**src/hdl/fifo_ctrl_consts.svh**
```systemverilog
// Register offsets, field positions, FIFO depth, source codes and response codes for the FIFO control block
// Behaviour
// - Writing transmit flush empties transmit FIFO and count; shifter untouched; bit self-clears.
// - Writing receive flush empties receive FIFO and count; shifter untouched; bit self-clears.
// - FIFO enable one turns both FIFOs on; zero (reset) means single-register mode.
// - Other setup bits are ignored unless the same write sets FIFO enable.
// - Receive trigger bits 7:6 select 8, 16, 24 or 28 bytes.
// - Transmit trigger bits 5:4 select 16, 8, 24 or 30 bytes.
// - Six prioritised levels; a status read shows only the highest pending one.
// - Receiver line status is level 1, code 000110.
// - Data ready and time-out are level 2, codes 000100 and 001100.
// - Transmit empty is level 3 code 000010; modem change level 4 code 000000.
// - Xoff or special character is level 5, shown by bit 4 alone.
// - CTS/RTS change is level 6, shown by bit 5 alone.
// - Status bits 7:6 read one while FIFOs enabled, otherwise zero.
// - Status bits 5:4 work only while enhanced-feature bit 4 is one.
// - Xoff status bit stays set until Xon characters arrive.
// - Status bit 0 reads zero while anything is pending, else one.
// - Receive interrupt while stored count is at or above trigger; FIFO fills until full.
// - Transmit interrupt when transmit count falls below trigger level.
`ifndef FIFO_CTRL_CONSTS_SVH
`define FIFO_CTRL_CONSTS_SVH
`define OFF_FIFO_SETUP       8'h00
`define OFF_INTERRUPT_SOURCE 8'h04
`define OFF_ENHANCED         8'h08
`define OFF_STATE            8'h0c
`define OFF_IRQ_STATUS       8'h10
`define OFF_IRQ_ENABLE       8'h14
`define OFF_IRQ_CLEAR        8'h18
`define BIT_FIFO_EN          0
`define BIT_RX_FLUSH         1
`define BIT_TX_FLUSH         2
`define BIT_DMA_MODE         3
`define BIT_EFR_ENH          4
`define FIFO_DEPTH           6'h20
`define SRC_LINE             8'h06
`define SRC_RX_DATA          8'h04
`define SRC_RX_TIMEOUT       8'h0c
`define SRC_TX_EMPTY         8'h02
`define SRC_MODEM            8'h00
`define SRC_XOFF             8'h10
`define SRC_FLOW             8'h20
`define SRC_NONE             8'h01
`define SRC_FIFO_ON          8'hc0
`define RESP_OKAY            2'b00
`define RESP_SLVERR          2'b10
`endif

```
**src/hdl/fifo_ctrl_pkg.sv**
```systemverilog
// Types shared by the FIFO control block
package fifo_ctrl_pkg;
	typedef logic [5:0] count_t;
	typedef enum logic [1:0] {
		RD_IDLE = 2'b00,
		RD_RESP = 2'b01
	} rd_state_e;
endpackage

```
**src/hdl/uart_fifo_ctrl.sv**
```systemverilog
// FIFO setup and prioritised interrupt identification for one UART channel
`timescale 1ns/1ns
`include "fifo_ctrl_consts.svh"
module uart_fifo_ctrl (
	input  wire logic        core_clk,
	input  wire logic        arst_n,
	input  wire logic [7:0]  s_axi_awaddr,
	input  wire logic        s_axi_awvalid,
	output logic             s_axi_awready,
	input  wire logic [31:0] s_axi_wdata,
	input  wire logic [3:0]  s_axi_wstrb,
	input  wire logic        s_axi_wvalid,
	output logic             s_axi_wready,
	output logic [1:0]       s_axi_bresp,
	output logic             s_axi_bvalid,
	input  wire logic        s_axi_bready,
	input  wire logic [7:0]  s_axi_araddr,
	input  wire logic        s_axi_arvalid,
	output logic             s_axi_arready,
	output logic [31:0]      s_axi_rdata,
	output logic [1:0]       s_axi_rresp,
	output logic             s_axi_rvalid,
	input  wire logic        s_axi_rready,
	input  wire logic        line_status_event,
	input  wire logic        rx_timeout_event,
	input  wire logic        modem_status_event,
	input  wire logic        xoff_detect,
	input  wire logic        xon_detect,
	input  wire logic        flow_change_event,
	input  wire logic        rx_push,
	input  wire logic        rx_pop,
	input  wire logic        tx_push,
	input  wire logic        tx_pop,
	output logic             fifo_enable,
	output logic             dma_mode,
	output logic             rx_flush,
	output logic             tx_flush,
	output logic [5:0]       rx_count,
	output logic [5:0]       tx_count,
	output logic             rx_full,
	output logic             tx_full,
	output logic             irq
);
	logic        rst_meta_reg;
	logic        rst_sync_reg;
	logic        rst_n;
	always_ff @(posedge core_clk or negedge arst_n) begin
		if (!arst_n) begin
			rst_meta_reg <= 1'b0;
			rst_sync_reg <= 1'b0;
		end else begin
			rst_meta_reg <= 1'b1;
			rst_sync_reg <= rst_meta_reg;
		end
	end
	// Reset asserts at once but always leaves on a clock edge, so no flop sees a torn release
	assign rst_n = rst_sync_reg;

	// Event inputs come from the serial side on this clock; no synchroniser needed
	function automatic fifo_ctrl_pkg::count_t rx_level(input logic [1:0] sel);
		case (sel)
			2'b00:   rx_level = 6'h08;
			2'b01:   rx_level = 6'h10;
			2'b10:   rx_level = 6'h18;
			default: rx_level = 6'h1c;
		endcase
	endfunction
	function automatic fifo_ctrl_pkg::count_t tx_level(input logic [1:0] sel);
		case (sel)
			2'b00:   tx_level = 6'h10;
			2'b01:   tx_level = 6'h08;
			2'b10:   tx_level = 6'h18;
			default: tx_level = 6'h1e;
		endcase
	endfunction

	// Write channel: address and data taken in either order, answered together
	logic        aw_held_reg, aw_held_next;
	logic [7:0]  aw_addr_reg, aw_addr_next;
	logic        w_held_reg, w_held_next;
	logic [31:0] w_data_reg, w_data_next;
	logic [3:0]  w_strb_reg, w_strb_next;
	logic        bvalid_reg, bvalid_next;
	logic [1:0]  bresp_reg, bresp_next;
	logic        wr_fire;
	logic        wr_hit_low;
	assign s_axi_awready = !aw_held_reg && !bvalid_reg;
	assign s_axi_wready  = !w_held_reg && !bvalid_reg;
	assign wr_fire       = aw_held_reg && w_held_reg && !bvalid_reg;
	assign wr_hit_low    = wr_fire && w_strb_reg[0];
	assign s_axi_bvalid  = bvalid_reg;
	assign s_axi_bresp   = bresp_reg;

	always_comb begin
		aw_held_next = aw_held_reg;
		aw_addr_next = aw_addr_reg;
		w_held_next  = w_held_reg;
		w_data_next  = w_data_reg;
		w_strb_next  = w_strb_reg;
		bvalid_next  = bvalid_reg;
		bresp_next   = bresp_reg;
		if (s_axi_awvalid && s_axi_awready) begin
			aw_held_next = 1'b1;
			aw_addr_next = s_axi_awaddr;
		end
		if (s_axi_wvalid && s_axi_wready) begin
			w_held_next = 1'b1;
			w_data_next = s_axi_wdata;
			w_strb_next = s_axi_wstrb;
		end
		if (wr_fire) begin
			aw_held_next = 1'b0;
			w_held_next  = 1'b0;
			bvalid_next  = 1'b1;
			case (aw_addr_reg)
				`OFF_FIFO_SETUP, `OFF_ENHANCED, `OFF_IRQ_ENABLE, `OFF_IRQ_CLEAR: begin
					bresp_next = `RESP_OKAY;
				end
				default: begin
					bresp_next = `RESP_SLVERR;
				end
			endcase
		end
		if (bvalid_reg && s_axi_bready) begin
			bvalid_next = 1'b0;
		end
	end
	always_ff @(posedge core_clk or negedge rst_n) begin
		if (!rst_n) begin
			aw_held_reg <= 1'b0;
			aw_addr_reg <= 8'h00;
			w_held_reg  <= 1'b0;
			w_data_reg  <= 32'h00000000;
			w_strb_reg  <= 4'h0;
			bvalid_reg  <= 1'b0;
			bresp_reg   <= 2'b00;
		end else begin
			aw_held_reg <= aw_held_next;
			aw_addr_reg <= aw_addr_next;
			w_held_reg  <= w_held_next;
			w_data_reg  <= w_data_next;
			w_strb_reg  <= w_strb_next;
			bvalid_reg  <= bvalid_next;
			bresp_reg   <= bresp_next;
		end
	end

	// Setup, enhanced-feature, counters and interrupt flags
	logic       fifo_en_reg, fifo_en_next;
	logic       dma_reg, dma_next;
	logic [1:0] rx_trig_reg, rx_trig_next;
	logic [1:0] tx_trig_reg, tx_trig_next;
	logic       rx_flush_reg, rx_flush_next;
	logic       tx_flush_reg, tx_flush_next;
	logic       enh_reg, enh_next;
	logic [5:0] rx_cnt_reg, rx_cnt_next;
	logic [5:0] tx_cnt_reg, tx_cnt_next;
	logic       line_reg, line_next;
	logic       tmo_reg, tmo_next;
	logic       modem_reg, modem_next;
	logic       xoff_reg, xoff_next;
	logic       flow_reg, flow_next;
	logic       tx_ack_reg, tx_ack_next;
	logic [6:0] ist_reg, ist_next;
	logic [6:0] ien_reg, ien_next;
	logic [6:0] ev;
	logic       src_read;
	logic [7:0] src_code;
	logic       rx_hit, tx_low;

	// Writing the setup register with enable clear turns FIFOs off and, if they were on, empties both counts; other bits ignored
	wire setup_wr = wr_hit_low && aw_addr_reg == `OFF_FIFO_SETUP;
	wire en_bit   = w_data_reg[`BIT_FIFO_EN];
	wire [5:0] rx_cap = fifo_en_reg ? `FIFO_DEPTH : 6'h01;
	wire [5:0] tx_cap = fifo_en_reg ? `FIFO_DEPTH : 6'h01;

	assign rx_hit = fifo_en_reg ? (rx_cnt_reg >= rx_level(rx_trig_reg))
	                            : (rx_cnt_reg != 6'h00);
	assign tx_low = fifo_en_reg ? (tx_cnt_reg < tx_level(tx_trig_reg))
	                            : (tx_cnt_reg == 6'h00);

	always_comb begin
		fifo_en_next  = fifo_en_reg;
		dma_next      = dma_reg;
		rx_trig_next  = rx_trig_reg;
		tx_trig_next  = tx_trig_reg;
		rx_flush_next = 1'b0;
		tx_flush_next = 1'b0;
		enh_next      = enh_reg;
		if (setup_wr) begin
			fifo_en_next = en_bit;
			if (en_bit) begin
				dma_next      = w_data_reg[`BIT_DMA_MODE];
				rx_trig_next  = w_data_reg[7:6];
				tx_trig_next  = w_data_reg[5:4];
				rx_flush_next = w_data_reg[`BIT_RX_FLUSH];
				tx_flush_next = w_data_reg[`BIT_TX_FLUSH];
			end
		end
		if (wr_hit_low && aw_addr_reg == `OFF_ENHANCED) begin
			enh_next = w_data_reg[`BIT_EFR_ENH];
		end
		// Flush only clears the FIFO count; the shift registers live outside
		rx_cnt_next = rx_cnt_reg;
		if (rx_flush_reg || (setup_wr && en_bit != fifo_en_reg)) begin
			rx_cnt_next = 6'h00;
		end else if (rx_push && !rx_pop && rx_cnt_reg < rx_cap) begin
			rx_cnt_next = rx_cnt_reg + 6'h01;
		end else if (rx_pop && !rx_push && rx_cnt_reg != 6'h00) begin
			rx_cnt_next = rx_cnt_reg - 6'h01;
		end
		tx_cnt_next = tx_cnt_reg;
		if (tx_flush_reg || (setup_wr && en_bit != fifo_en_reg)) begin
			tx_cnt_next = 6'h00;
		end else if (tx_push && !tx_pop && tx_cnt_reg < tx_cap) begin
			tx_cnt_next = tx_cnt_reg + 6'h01;
		end else if (tx_pop && !tx_push && tx_cnt_reg != 6'h00) begin
			tx_cnt_next = tx_cnt_reg - 6'h01;
		end
	end

	// Source flags: reading the source register services the reported one, except data ready and Xoff
	always_comb begin
		line_next  = line_reg;
		tmo_next   = tmo_reg;
		modem_next = modem_reg;
		xoff_next  = xoff_reg;
		flow_next  = flow_reg;
		if (src_read) begin
			case (src_code & 8'h3f)
				`SRC_LINE:   line_next  = 1'b0;
				`SRC_RX_TIMEOUT: tmo_next = 1'b0;
				`SRC_MODEM:  modem_next = 1'b0;
				`SRC_FLOW:   flow_next  = 1'b0;
				default:     line_next  = line_reg;
			endcase
		end
		// Set wins over the read-clear in the same cycle
		if (line_status_event)  line_next  = 1'b1;
		if (rx_timeout_event)   tmo_next   = 1'b1;
		if (modem_status_event) modem_next = 1'b1;
		if (flow_change_event)  flow_next  = 1'b1;
		if (xon_detect)  xoff_next = 1'b0;
		if (xoff_detect) xoff_next = 1'b1;
		if (rx_cnt_next == 6'h00) tmo_next = 1'b0;
		// Transmit empty is serviced by a read until new data lands
		tx_ack_next = tx_ack_reg;
		if (src_read && (src_code & 8'h3f) == `SRC_TX_EMPTY) tx_ack_next = 1'b1;
		if (tx_push || !tx_low) tx_ack_next = 1'b0;
	end

	// Status code: strict priority, one level shown at a time
	always_comb begin
		src_code = `SRC_NONE;
		if (line_reg) src_code = `SRC_LINE;
		else if (rx_hit) src_code = `SRC_RX_DATA;
		else if (tmo_reg) src_code = `SRC_RX_TIMEOUT;
		else if (tx_low && !tx_ack_reg) src_code = `SRC_TX_EMPTY;
		else if (modem_reg) src_code = `SRC_MODEM;
		else if (enh_reg && xoff_reg) src_code = `SRC_XOFF;
		else if (enh_reg && flow_reg) src_code = `SRC_FLOW;
		if (fifo_en_reg) src_code = src_code | `SRC_FIFO_ON;
	end

	// Block-level interrupt: one sticky bit per source
	assign ev = {flow_change_event, xoff_detect, modem_status_event,
	             tx_low && !tx_ack_reg, rx_timeout_event, rx_hit, line_status_event};
	always_comb begin
		ist_next = ist_reg;
		ien_next = ien_reg;
		if (wr_hit_low && aw_addr_reg == `OFF_IRQ_CLEAR) ist_next = ist_reg & ~w_data_reg[6:0];
		if (wr_hit_low && aw_addr_reg == `OFF_IRQ_ENABLE) ien_next = w_data_reg[6:0];
		ist_next = ist_next | ev;
	end

	always_ff @(posedge core_clk or negedge rst_n) begin
		if (!rst_n) begin
			fifo_en_reg <= 1'b0;
			dma_reg <= 1'b0;
			rx_trig_reg <= 2'b00;
			tx_trig_reg <= 2'b00;
			rx_flush_reg <= 1'b0;
			tx_flush_reg <= 1'b0;
			enh_reg <= 1'b0;
			rx_cnt_reg <= 6'h00;
			tx_cnt_reg <= 6'h00;
			line_reg <= 1'b0;
			tmo_reg <= 1'b0;
			modem_reg <= 1'b0;
			xoff_reg <= 1'b0;
			flow_reg <= 1'b0;
			tx_ack_reg <= 1'b0;
			ist_reg <= 7'h00;
			ien_reg <= 7'h00;
		end else begin
			fifo_en_reg <= fifo_en_next;
			dma_reg <= dma_next;
			rx_trig_reg <= rx_trig_next;
			tx_trig_reg <= tx_trig_next;
			rx_flush_reg <= rx_flush_next;
			tx_flush_reg <= tx_flush_next;
			enh_reg <= enh_next;
			rx_cnt_reg <= rx_cnt_next;
			tx_cnt_reg <= tx_cnt_next;
			line_reg <= line_next;
			tmo_reg <= tmo_next;
			modem_reg <= modem_next;
			xoff_reg <= xoff_next;
			flow_reg <= flow_next;
			tx_ack_reg <= tx_ack_next;
			ist_reg <= ist_next;
			ien_reg <= ien_next;
		end
	end

	assign fifo_enable = fifo_en_reg;
	assign dma_mode    = dma_reg;
	assign rx_flush    = rx_flush_reg;
	assign tx_flush    = tx_flush_reg;
	assign rx_count    = rx_cnt_reg;
	assign tx_count    = tx_cnt_reg;
	assign rx_full     = rx_cnt_reg == rx_cap;
	assign tx_full     = tx_cnt_reg == tx_cap;
	assign irq         = |(ist_reg & ien_reg);

	// Read channel
	fifo_ctrl_pkg::rd_state_e rd_state_reg, rd_state_next;
	logic [31:0] rdata_reg, rdata_next;
	logic [1:0]  rresp_reg, rresp_next;
	assign s_axi_arready = rd_state_reg == fifo_ctrl_pkg::RD_IDLE;
	assign s_axi_rvalid  = rd_state_reg == fifo_ctrl_pkg::RD_RESP;
	assign s_axi_rdata   = rdata_reg;
	assign s_axi_rresp   = rresp_reg;
	assign src_read = s_axi_arvalid && s_axi_arready && s_axi_araddr == `OFF_INTERRUPT_SOURCE;

	always_comb begin
		rd_state_next = rd_state_reg;
		rdata_next    = rdata_reg;
		rresp_next    = rresp_reg;
		case (rd_state_reg)
			fifo_ctrl_pkg::RD_IDLE: begin
				if (s_axi_arvalid) begin
					rd_state_next = fifo_ctrl_pkg::RD_RESP;
					rresp_next    = `RESP_OKAY;
					case (s_axi_araddr)
						`OFF_FIFO_SETUP:       rdata_next = 32'h00000000;
						`OFF_INTERRUPT_SOURCE: rdata_next = {24'h000000, src_code};
						`OFF_ENHANCED:         rdata_next = {27'h0, enh_reg, 4'h0};
						`OFF_STATE:            rdata_next = {12'h000, tx_cnt_reg, 2'b00,
						                       rx_cnt_reg, tx_trig_reg, rx_trig_reg,
						                       dma_reg, fifo_en_reg};
						`OFF_IRQ_STATUS:       rdata_next = {25'h0, ist_reg};
						`OFF_IRQ_ENABLE:       rdata_next = {25'h0, ien_reg};
						`OFF_IRQ_CLEAR:        rdata_next = 32'h00000000;
						default: begin
							rdata_next = 32'h00000000;
							rresp_next = `RESP_SLVERR;
						end
					endcase
				end
			end
			fifo_ctrl_pkg::RD_RESP: begin
				if (s_axi_rready) rd_state_next = fifo_ctrl_pkg::RD_IDLE;
			end
			default: rd_state_next = fifo_ctrl_pkg::RD_IDLE;
		endcase
	end
	always_ff @(posedge core_clk or negedge rst_n) begin
		if (!rst_n) begin
			rd_state_reg <= fifo_ctrl_pkg::RD_IDLE;
			rdata_reg    <= 32'h00000000;
			rresp_reg    <= 2'b00;
		end else begin
			rd_state_reg <= rd_state_next;
			rdata_reg    <= rdata_next;
			rresp_reg    <= rresp_next;
		end
	end
endmodule

```
**config.mk**
```make
export PLATFORM = sky130hd
export DESIGN_NAME = uart_fifo_ctrl
export DESIGN_NICKNAME = d
export VERILOG_FILES = /design/src/hdl/fifo_ctrl_pkg.sv /design/src/hdl/uart_fifo_ctrl.sv
export VERILOG_INCLUDE_DIRS = /design/src /design/src/hdl
export SDC_FILE = /design/constraint.sdc
export NUM_CORES = 1
export LEC_CHECK = 0
export ABC_AREA = 1
export BUFFER_PORTS_ARGS = -buffer_cell sky130_fd_sc_hd__buf_2
export CAP_MARGIN = 0
export CELL_PAD_IN_SITES_DETAIL_PLACEMENT = 0
export CELL_PAD_IN_SITES_GLOBAL_PLACEMENT = 1
export CORE_MARGIN = 5
export CORE_UTILIZATION = 34
export CTS_BUF_LIST = sky130_fd_sc_hd__clkbuf_16
export DETAILED_ROUTE_END_ITERATION = 8
export MAX_ROUTING_LAYER = met4
export PLACE_DENSITY_LB_ADDON = 0.2
export SYNTH_ARGS = -nofsm -noshare
export SYNTH_HDL_FRONTEND = slang
export SYNTH_SLANG_ARGS = --single-unit
```
**constraint.sdc**
```tcl
create_clock -name core_clk -period 2.5 [get_ports core_clk]
set_clock_uncertainty 0.05 [all_clocks]
set_input_delay 0.25 -clock core_clk [delete_from_list [all_inputs] [get_ports core_clk]]
set_output_delay 0.25 -clock core_clk [all_outputs]
set_load 0.02 [all_outputs]
```
==> results.cfg, run 1 <==
[sta]
fin_hold_ws_ns = 0.0377
min_period_ns = 2.32
setup_tns_ns = 0
rsz0062_at_grt = no
worst_slew_pin_slew_ns = 0.622
final_hold_viol_count = 0
report.final.slew_viol_count = 0
finalSetupViolations = 0
maxSlewHeadroom = 0.586
fmax_mhz = 431
finalCritPeriodShare = 0.928

[global_route]
grt_overflow_total = 0
antenna_found_initial = 0
track_usage = 0.158
grt_pass1_vias = 3885
grt_max_degree = 47
grt_pass1_wl_mm = 19.8

[pwr]
p_per_area_nw_per_um2 = 957
ir_drop_uv = 556
p_leak_nw = 2.84

[route]
wl_per_cell_um = 13.9
drt_iter0_drc = 269
viasPerCell = 4.71
route.final.wire_length_mm = 11.8
firstDrtPassIters = 4
vias = 3999
ant_nets = 0
drcViolationCount = 0

[die]
die_area_um2 = 15800
ios = 129
die_y_um = 126
die_w_um = 126
start_util = 0.346
rows = 42
coreArea_um2 = 13200

[finish]
register_area_um2 = 2110
fin_cells = 849
diodes = 0
layout-drive-gt1-share = 0.196
multiInputGateArea_um2 = 2070
largest_reg_flops = 18
fillers = 1431
area_growth_pct = 20.3
layout.nets = 754

[clock_network]
clkTransAtPathRegs_ns = 0.06
post-cts-setup-buffer-count = 0
clock_latency_ns = 0.34
htree_levels = 3
cts_buffer_depth = 2
cts_num_sinks = 84
numCtsBuffers = 9
cts_tree = yes
clock_tree.root_cell = clkbuf_16

[logic_synthesis]
synth_xor_area_frac = 0.0250
ys_types = 40
synth-simple-area-share = 0.235
synth.area.mux_share = 0.0173
synth_seq_cells = 84
netlist.area_leader.share = 0.461
synth_top_family_by_area = simple AND/OR/NAND/NOR gates
synth_flop_cell = dfrtp_1
syn-cell-area_um2 = 4560
netlist_instances = 568
synth_fa_ha_area_frac = 0.0483
synth_top_cell_by_area = dfrtp_1
async_reset_ff_frac = 1.00
synth_edf_count = 0
yosysWarnings = 0
ys_top_cells_by_area = dfrtp_1 (46%), nand2_1 (12%), inv_1 (6.0%)
synth-compound-area-share = 0.113
avgSynthCellArea_um2 = 8.03
seq_area_frac_synth = 0.461

[setup_path]
required_ns = 2.67
cp_slowest_cell = dfrtp_2
start_kind = flip-flop
critical-path-max-stage-delay_ns = 0.40
crit_top_cell = nand2_1
crit_buf_inv = 1
ff2ff_path_depth = 12
end_kind = flip-flop
crit_cells = 12
crit_chain = inv_2 -> ha_1 -> nand2_1 -> o21ai_0 -> nand2_1 -> ha_1 -> a21oi_1 -> nand2_1 -> a21o_1 -> a21oi_1 -> xnor2_1 -> o22ai_1
critical_path_class = flip-flop to flip-flop
cp_top_family = compound AO/OA/AOI/OAI gates
crit_arrival_ns = 2.49
crit_fanout = 5

[placed_design]
hpwl_mm = 9.18
place_congestion = 0.867
io_buffers = 85
place_inst = 832

[hold_path]
whs_path_depth = 2
hold_class = input pin to flip-flop

[job]
max_cap_violations = 0

[status]
outcome = finished clean
[cells in the final DEF, fill, tap and decap left out, drive strengths merged, types with 2 or more instances in the layout]
cell / instances
xor2: 9
nor3: 5
dfrtp: 84
nand2: 148
a21oi: 25
clkbuf: 9
ha: 16
nand3: 38
nor2: 54
clkinv: 4
nor4: 3
mux2: 7
o22ai: 6
o31ai: 10
buf: 99
o211ai: 2
nand4: 3
inv: 76
xnor2: 4
conb: 17
a31oi: 2
o21ai: 40
[worst register-to-register path: stages (launching register included)]
cell     delay, ns
dfrtp_2       0.40
inv_2         0.10
ha_1          0.15
nand2_1       0.05
o21ai_0       0.16
nand2_1       0.13
ha_1          0.36
a21oi_1       0.17
nand2_1       0.10
a21o_1        0.17
a21oi_1       0.16
xnor2_1       0.14
o22ai_1       0.08
[metrics by stage]
stage               utilization  area, um^2  power (mW)  worst slack [ns]
floorplan                     -        4620        3.42            0.0728
global placement          0.395        5220        4.05             0.177
detailed placement        0.395        5220        4.10             0.116
CTS                       0.416        5490        5.32            0.0948
global route              0.416        5490        5.68           0.00707
finish                    0.416        5490        5.25             0.181
[cells in the mapped netlist, types with 6 or more instances]
library cell	number
nor2_1	50
buf_4	16
mux2_2	7
clkbuf_1	6
o21ai_0	32
a21oi_1	25
nand3_1	37
o21ai_1	8
dfrtp_1	84
ha_1	16
o31ai_1	10
o22ai_1	6
xor2_1	9
nand2_1	145
inv_1	73
[timing repair]
item,CTS,global route
gates resized for setup,0,1
hold buffers,1,0
setup endpoints to repair,0,1
hold endpoints to repair,2,0
[logic make-up after synthesis]
family / count (synthesis)
adders and majority gates: 17
AOI/OAI and AO/OA: 91
xor gates and xnor gates: 13
and+or+nand+nor: 254
DFF: 84
buffers and inverters: 100
other: 2
muxes: 7
[path summary, 6_finish.rpt]
path	startpoint	to	slack, ns
setup / recovery	fifo_enable	tx_count[5]	0.18
hold / removal	s_axi_bready	s_axi_bvalid	0.04
setup reg to reg	fifo_enable	tx_count[5]	0.18
hold reg to reg	rst_n	w_data_reg[5]	0.30
max in group asynchronous	rst_n	s_axi_rdata[9]	1.48
min in group asynchronous	arst_n	rst_meta_reg	0.16
[where the power goes]
| group | total, mW | internal [mW] | switching (mW) |
|---|---|---|---|
| Sequential | 1.92 | 1.67 | 0.252 |
| Clock | 1.20 | 0.658 | 0.537 |
| Combinational | 2.13 | 0.813 | 1.32 |
[per-layer routing]
| metal | track usage | part of all wire |
|---|---|---|
| met5 | - | 0 |
| met4 | 0.0461 | 0.012 |
| met3 | 0.0356 | 0.064 |
| met2 | 0.232 | 0.45 |
| met1 | 0.219 | 0.47 |
[cell type report]
type / instances / share of cell area
clock buffers: 9 / 0.0410
repair buffers: 100 / 0.101
flip-flops and latches: 84 / 0.384
multi-input cells: 399 / 0.377
inverters: 74 / 0.0506
clock inverters: 7 / 0.00661
well taps: 176 / 0.0401
No activity file was read; power rests on OpenSTA's default activity.
==> inputs of run 2 (changes only) <==
CORE_UTILIZATION = 41   (was 34)
clock period = 2.95 ns   (was 2.5 ns; I/O delays follow)
==> run 2 against run 1 <==
Sequential cell count did not move. Total power fell by 16%. Cell count fell by 5.3%. Die area fell by 16%. Critical endpoint unchanged. Hold slack improved by 0.046 ns. Setup slack improved by 0.26 ns. Highest routed layer unchanged. Combinational power fell by 23%. Count of clock-buffer cells in the layout did not move. Critical path depth fell by 1.
==> results.cfg, run 2 (same netlist as run 1, synthesis figures left out) <==
[route]
drcViolationCount = 0
vias = 3897
ant_nets = 0
firstDrtPassIters = 4
route.final.wire_length_mm = 11.0
viasPerCell = 4.85
wl_per_cell_um = 13.7
drt_iter0_drc = 222

[clock_network]
cts_tree = yes
numCtsBuffers = 9
post_cts_resized = 0
clock_tree.root_cell = clkbuf_16
htree_levels = 3
clock_latency_ns = 0.34
cts_num_sinks = 84
cts_buffer_depth = 2
clkTransAtPathRegs_ns = 0.07

[pwr]
p_leak_nw = 2.79
ir_drop_uv = 506
p_per_area_nw_per_um2 = 817

[finish]
diodes = 0
area_growth_pct = 18.0
final_cell_mix = nand2_1 (145), buf_2 (85), dfrtp_1 (83)
largest_reg_flops = 18
layout-drive-gt1-share = 0.188
fin_cells = 804
fillers = 1085
layout_commonest_cell = nand2_1
layout.nets = 745

[job]
max_cap_violations = 0

[sta]
final_hold_viol_count = 0
worst_slew_pin_slew_ns = 0.584
report.final.slew_viol_count = 0
fin_hold_ws_ns = 0.0836
rsz0062_at_grt = no
finalSetupViolations = 0
setup_tns_ns = 0
fmax_mhz = 399
min_period_ns = 2.50
maxSlewHeadroom = 0.610
finalCritPeriodShare = 0.849

[setup_path]
crit_buf_inv = 1
critical_path_class = flip-flop to flip-flop
start_kind = flip-flop
end_kind = flip-flop
crit_fanout = 6
cp_top_family = adder cells
cp_slowest_cell = dfrtp_1
critical-path-max-stage-delay_ns = 0.50
crit_arrival_ns = 2.67
crit_chain = inv_1 -> ha_1 -> o21ai_0 -> nand2_1 -> ha_1 -> a21oi_1 -> nand2_1 -> a21o_1 -> a21oi_1 -> xnor2_1 -> o22ai_1
required_ns = 3.11

[placed_design]
io_buffers = 85
place_congestion = 0.833
place_inst = 787
hpwl_mm = 8.59

[die]
ios = 129
coreArea_um2 = 10900
die_y_um = 115
start_util = 0.419
rows = 38
die_area_um2 = 13300
die_w_um = 115

[global_route]
grt_pass1_wl_mm = 18.0
grt_pass1_vias = 3662
grt_overflow_total = 0
grt_max_degree = 41
antenna_found_initial = 0
track_usage = 0.176

[status]
outcome = finished clean

[hold_path]
hold_class = input pin to flip-flop
-- run 2: changes by cell type in the layout (fill, tap and decap cells not counted), sizes merged --
cell	delta
clkinv	-3
clkinvlp	+2
inv	+1
buf	-9
-- run 2: path summary, 6_finish.rpt --
kind | start | endpoint | slack, ns | cells past startpoint
setup reg to reg | fifo_enable | tx_count[5] | 0.45 | 11
min in group asynchronous | arst_n | rst_n | 0.21 | 2
setup / recovery | fifo_enable | tx_count[5] | 0.45 | 11
max in group asynchronous | rst_n | w_data_reg[6] | 1.89 | 1
hold reg to reg | rst_n | ien_reg[3] | 0.27 | 0
hold / removal | s_axi_bready | s_axi_bvalid | 0.08 | 2
-- run 2: report_power, final --
group	internal, mW	switching [mW]	leakage, nW
sequential	1.41	0.259	1.00
combinational	0.625	1.03	1.66
clock	0.580	0.487	0.129
-- run 2: repair_timing --
action / 4_1_cts / 5_1_grt
hold buffers: 1 / 0
endpoints found under the hold margin: 2 / 0
buffers inserted: 0 / 0
-- run 2: metal layers --
layer / track usage / routed length, um
met1: 0.241 / 5230
met2: 0.267 / 4940
met3: 0.0376 / 687
met4: 0.0454 / 147
met5: - / 0
-- run 2: cell type report --
class	count	area (um^2)	share of cell area
repair buffers	91	473	0.0879
clock buffers	9	225	0.0419
inverters	74	278	0.0516
clock inverters	7	57.6	0.0107
flip-flops and latches	84	2110	0.391
multi-input cells	399	2070	0.384
well taps	140	175	0.0326
-- run 2: per-stage QoR --
step / cell area [um^2] / setup slack [ns] / power (mW) / util
finish: 5380 / 0.446 / 4.39 / 0.494
global route: 5380 / 0.276 / 4.76 / 0.494
CTS: 5380 / 0.443 / 4.45 / 0.494
detailed placement: 5090 / 0.460 / 3.37 / 0.467
global placement: 5090 / 0.536 / 3.32 / 0.467
floorplan: 4620 / 0.387 / 2.90 / -
-- run 2: worst register-to-register path, stage by stage (launching register included) --
cell	delay [ns]
dfrtp_1	0.50
inv_1	0.15
ha_1	0.33
o21ai_0	0.10
nand2_1	0.12
ha_1	0.35
a21oi_1	0.16
nand2_1	0.09
a21o_1	0.16
a21oi_1	0.16
xnor2_1	0.13
o22ai_1	0.09
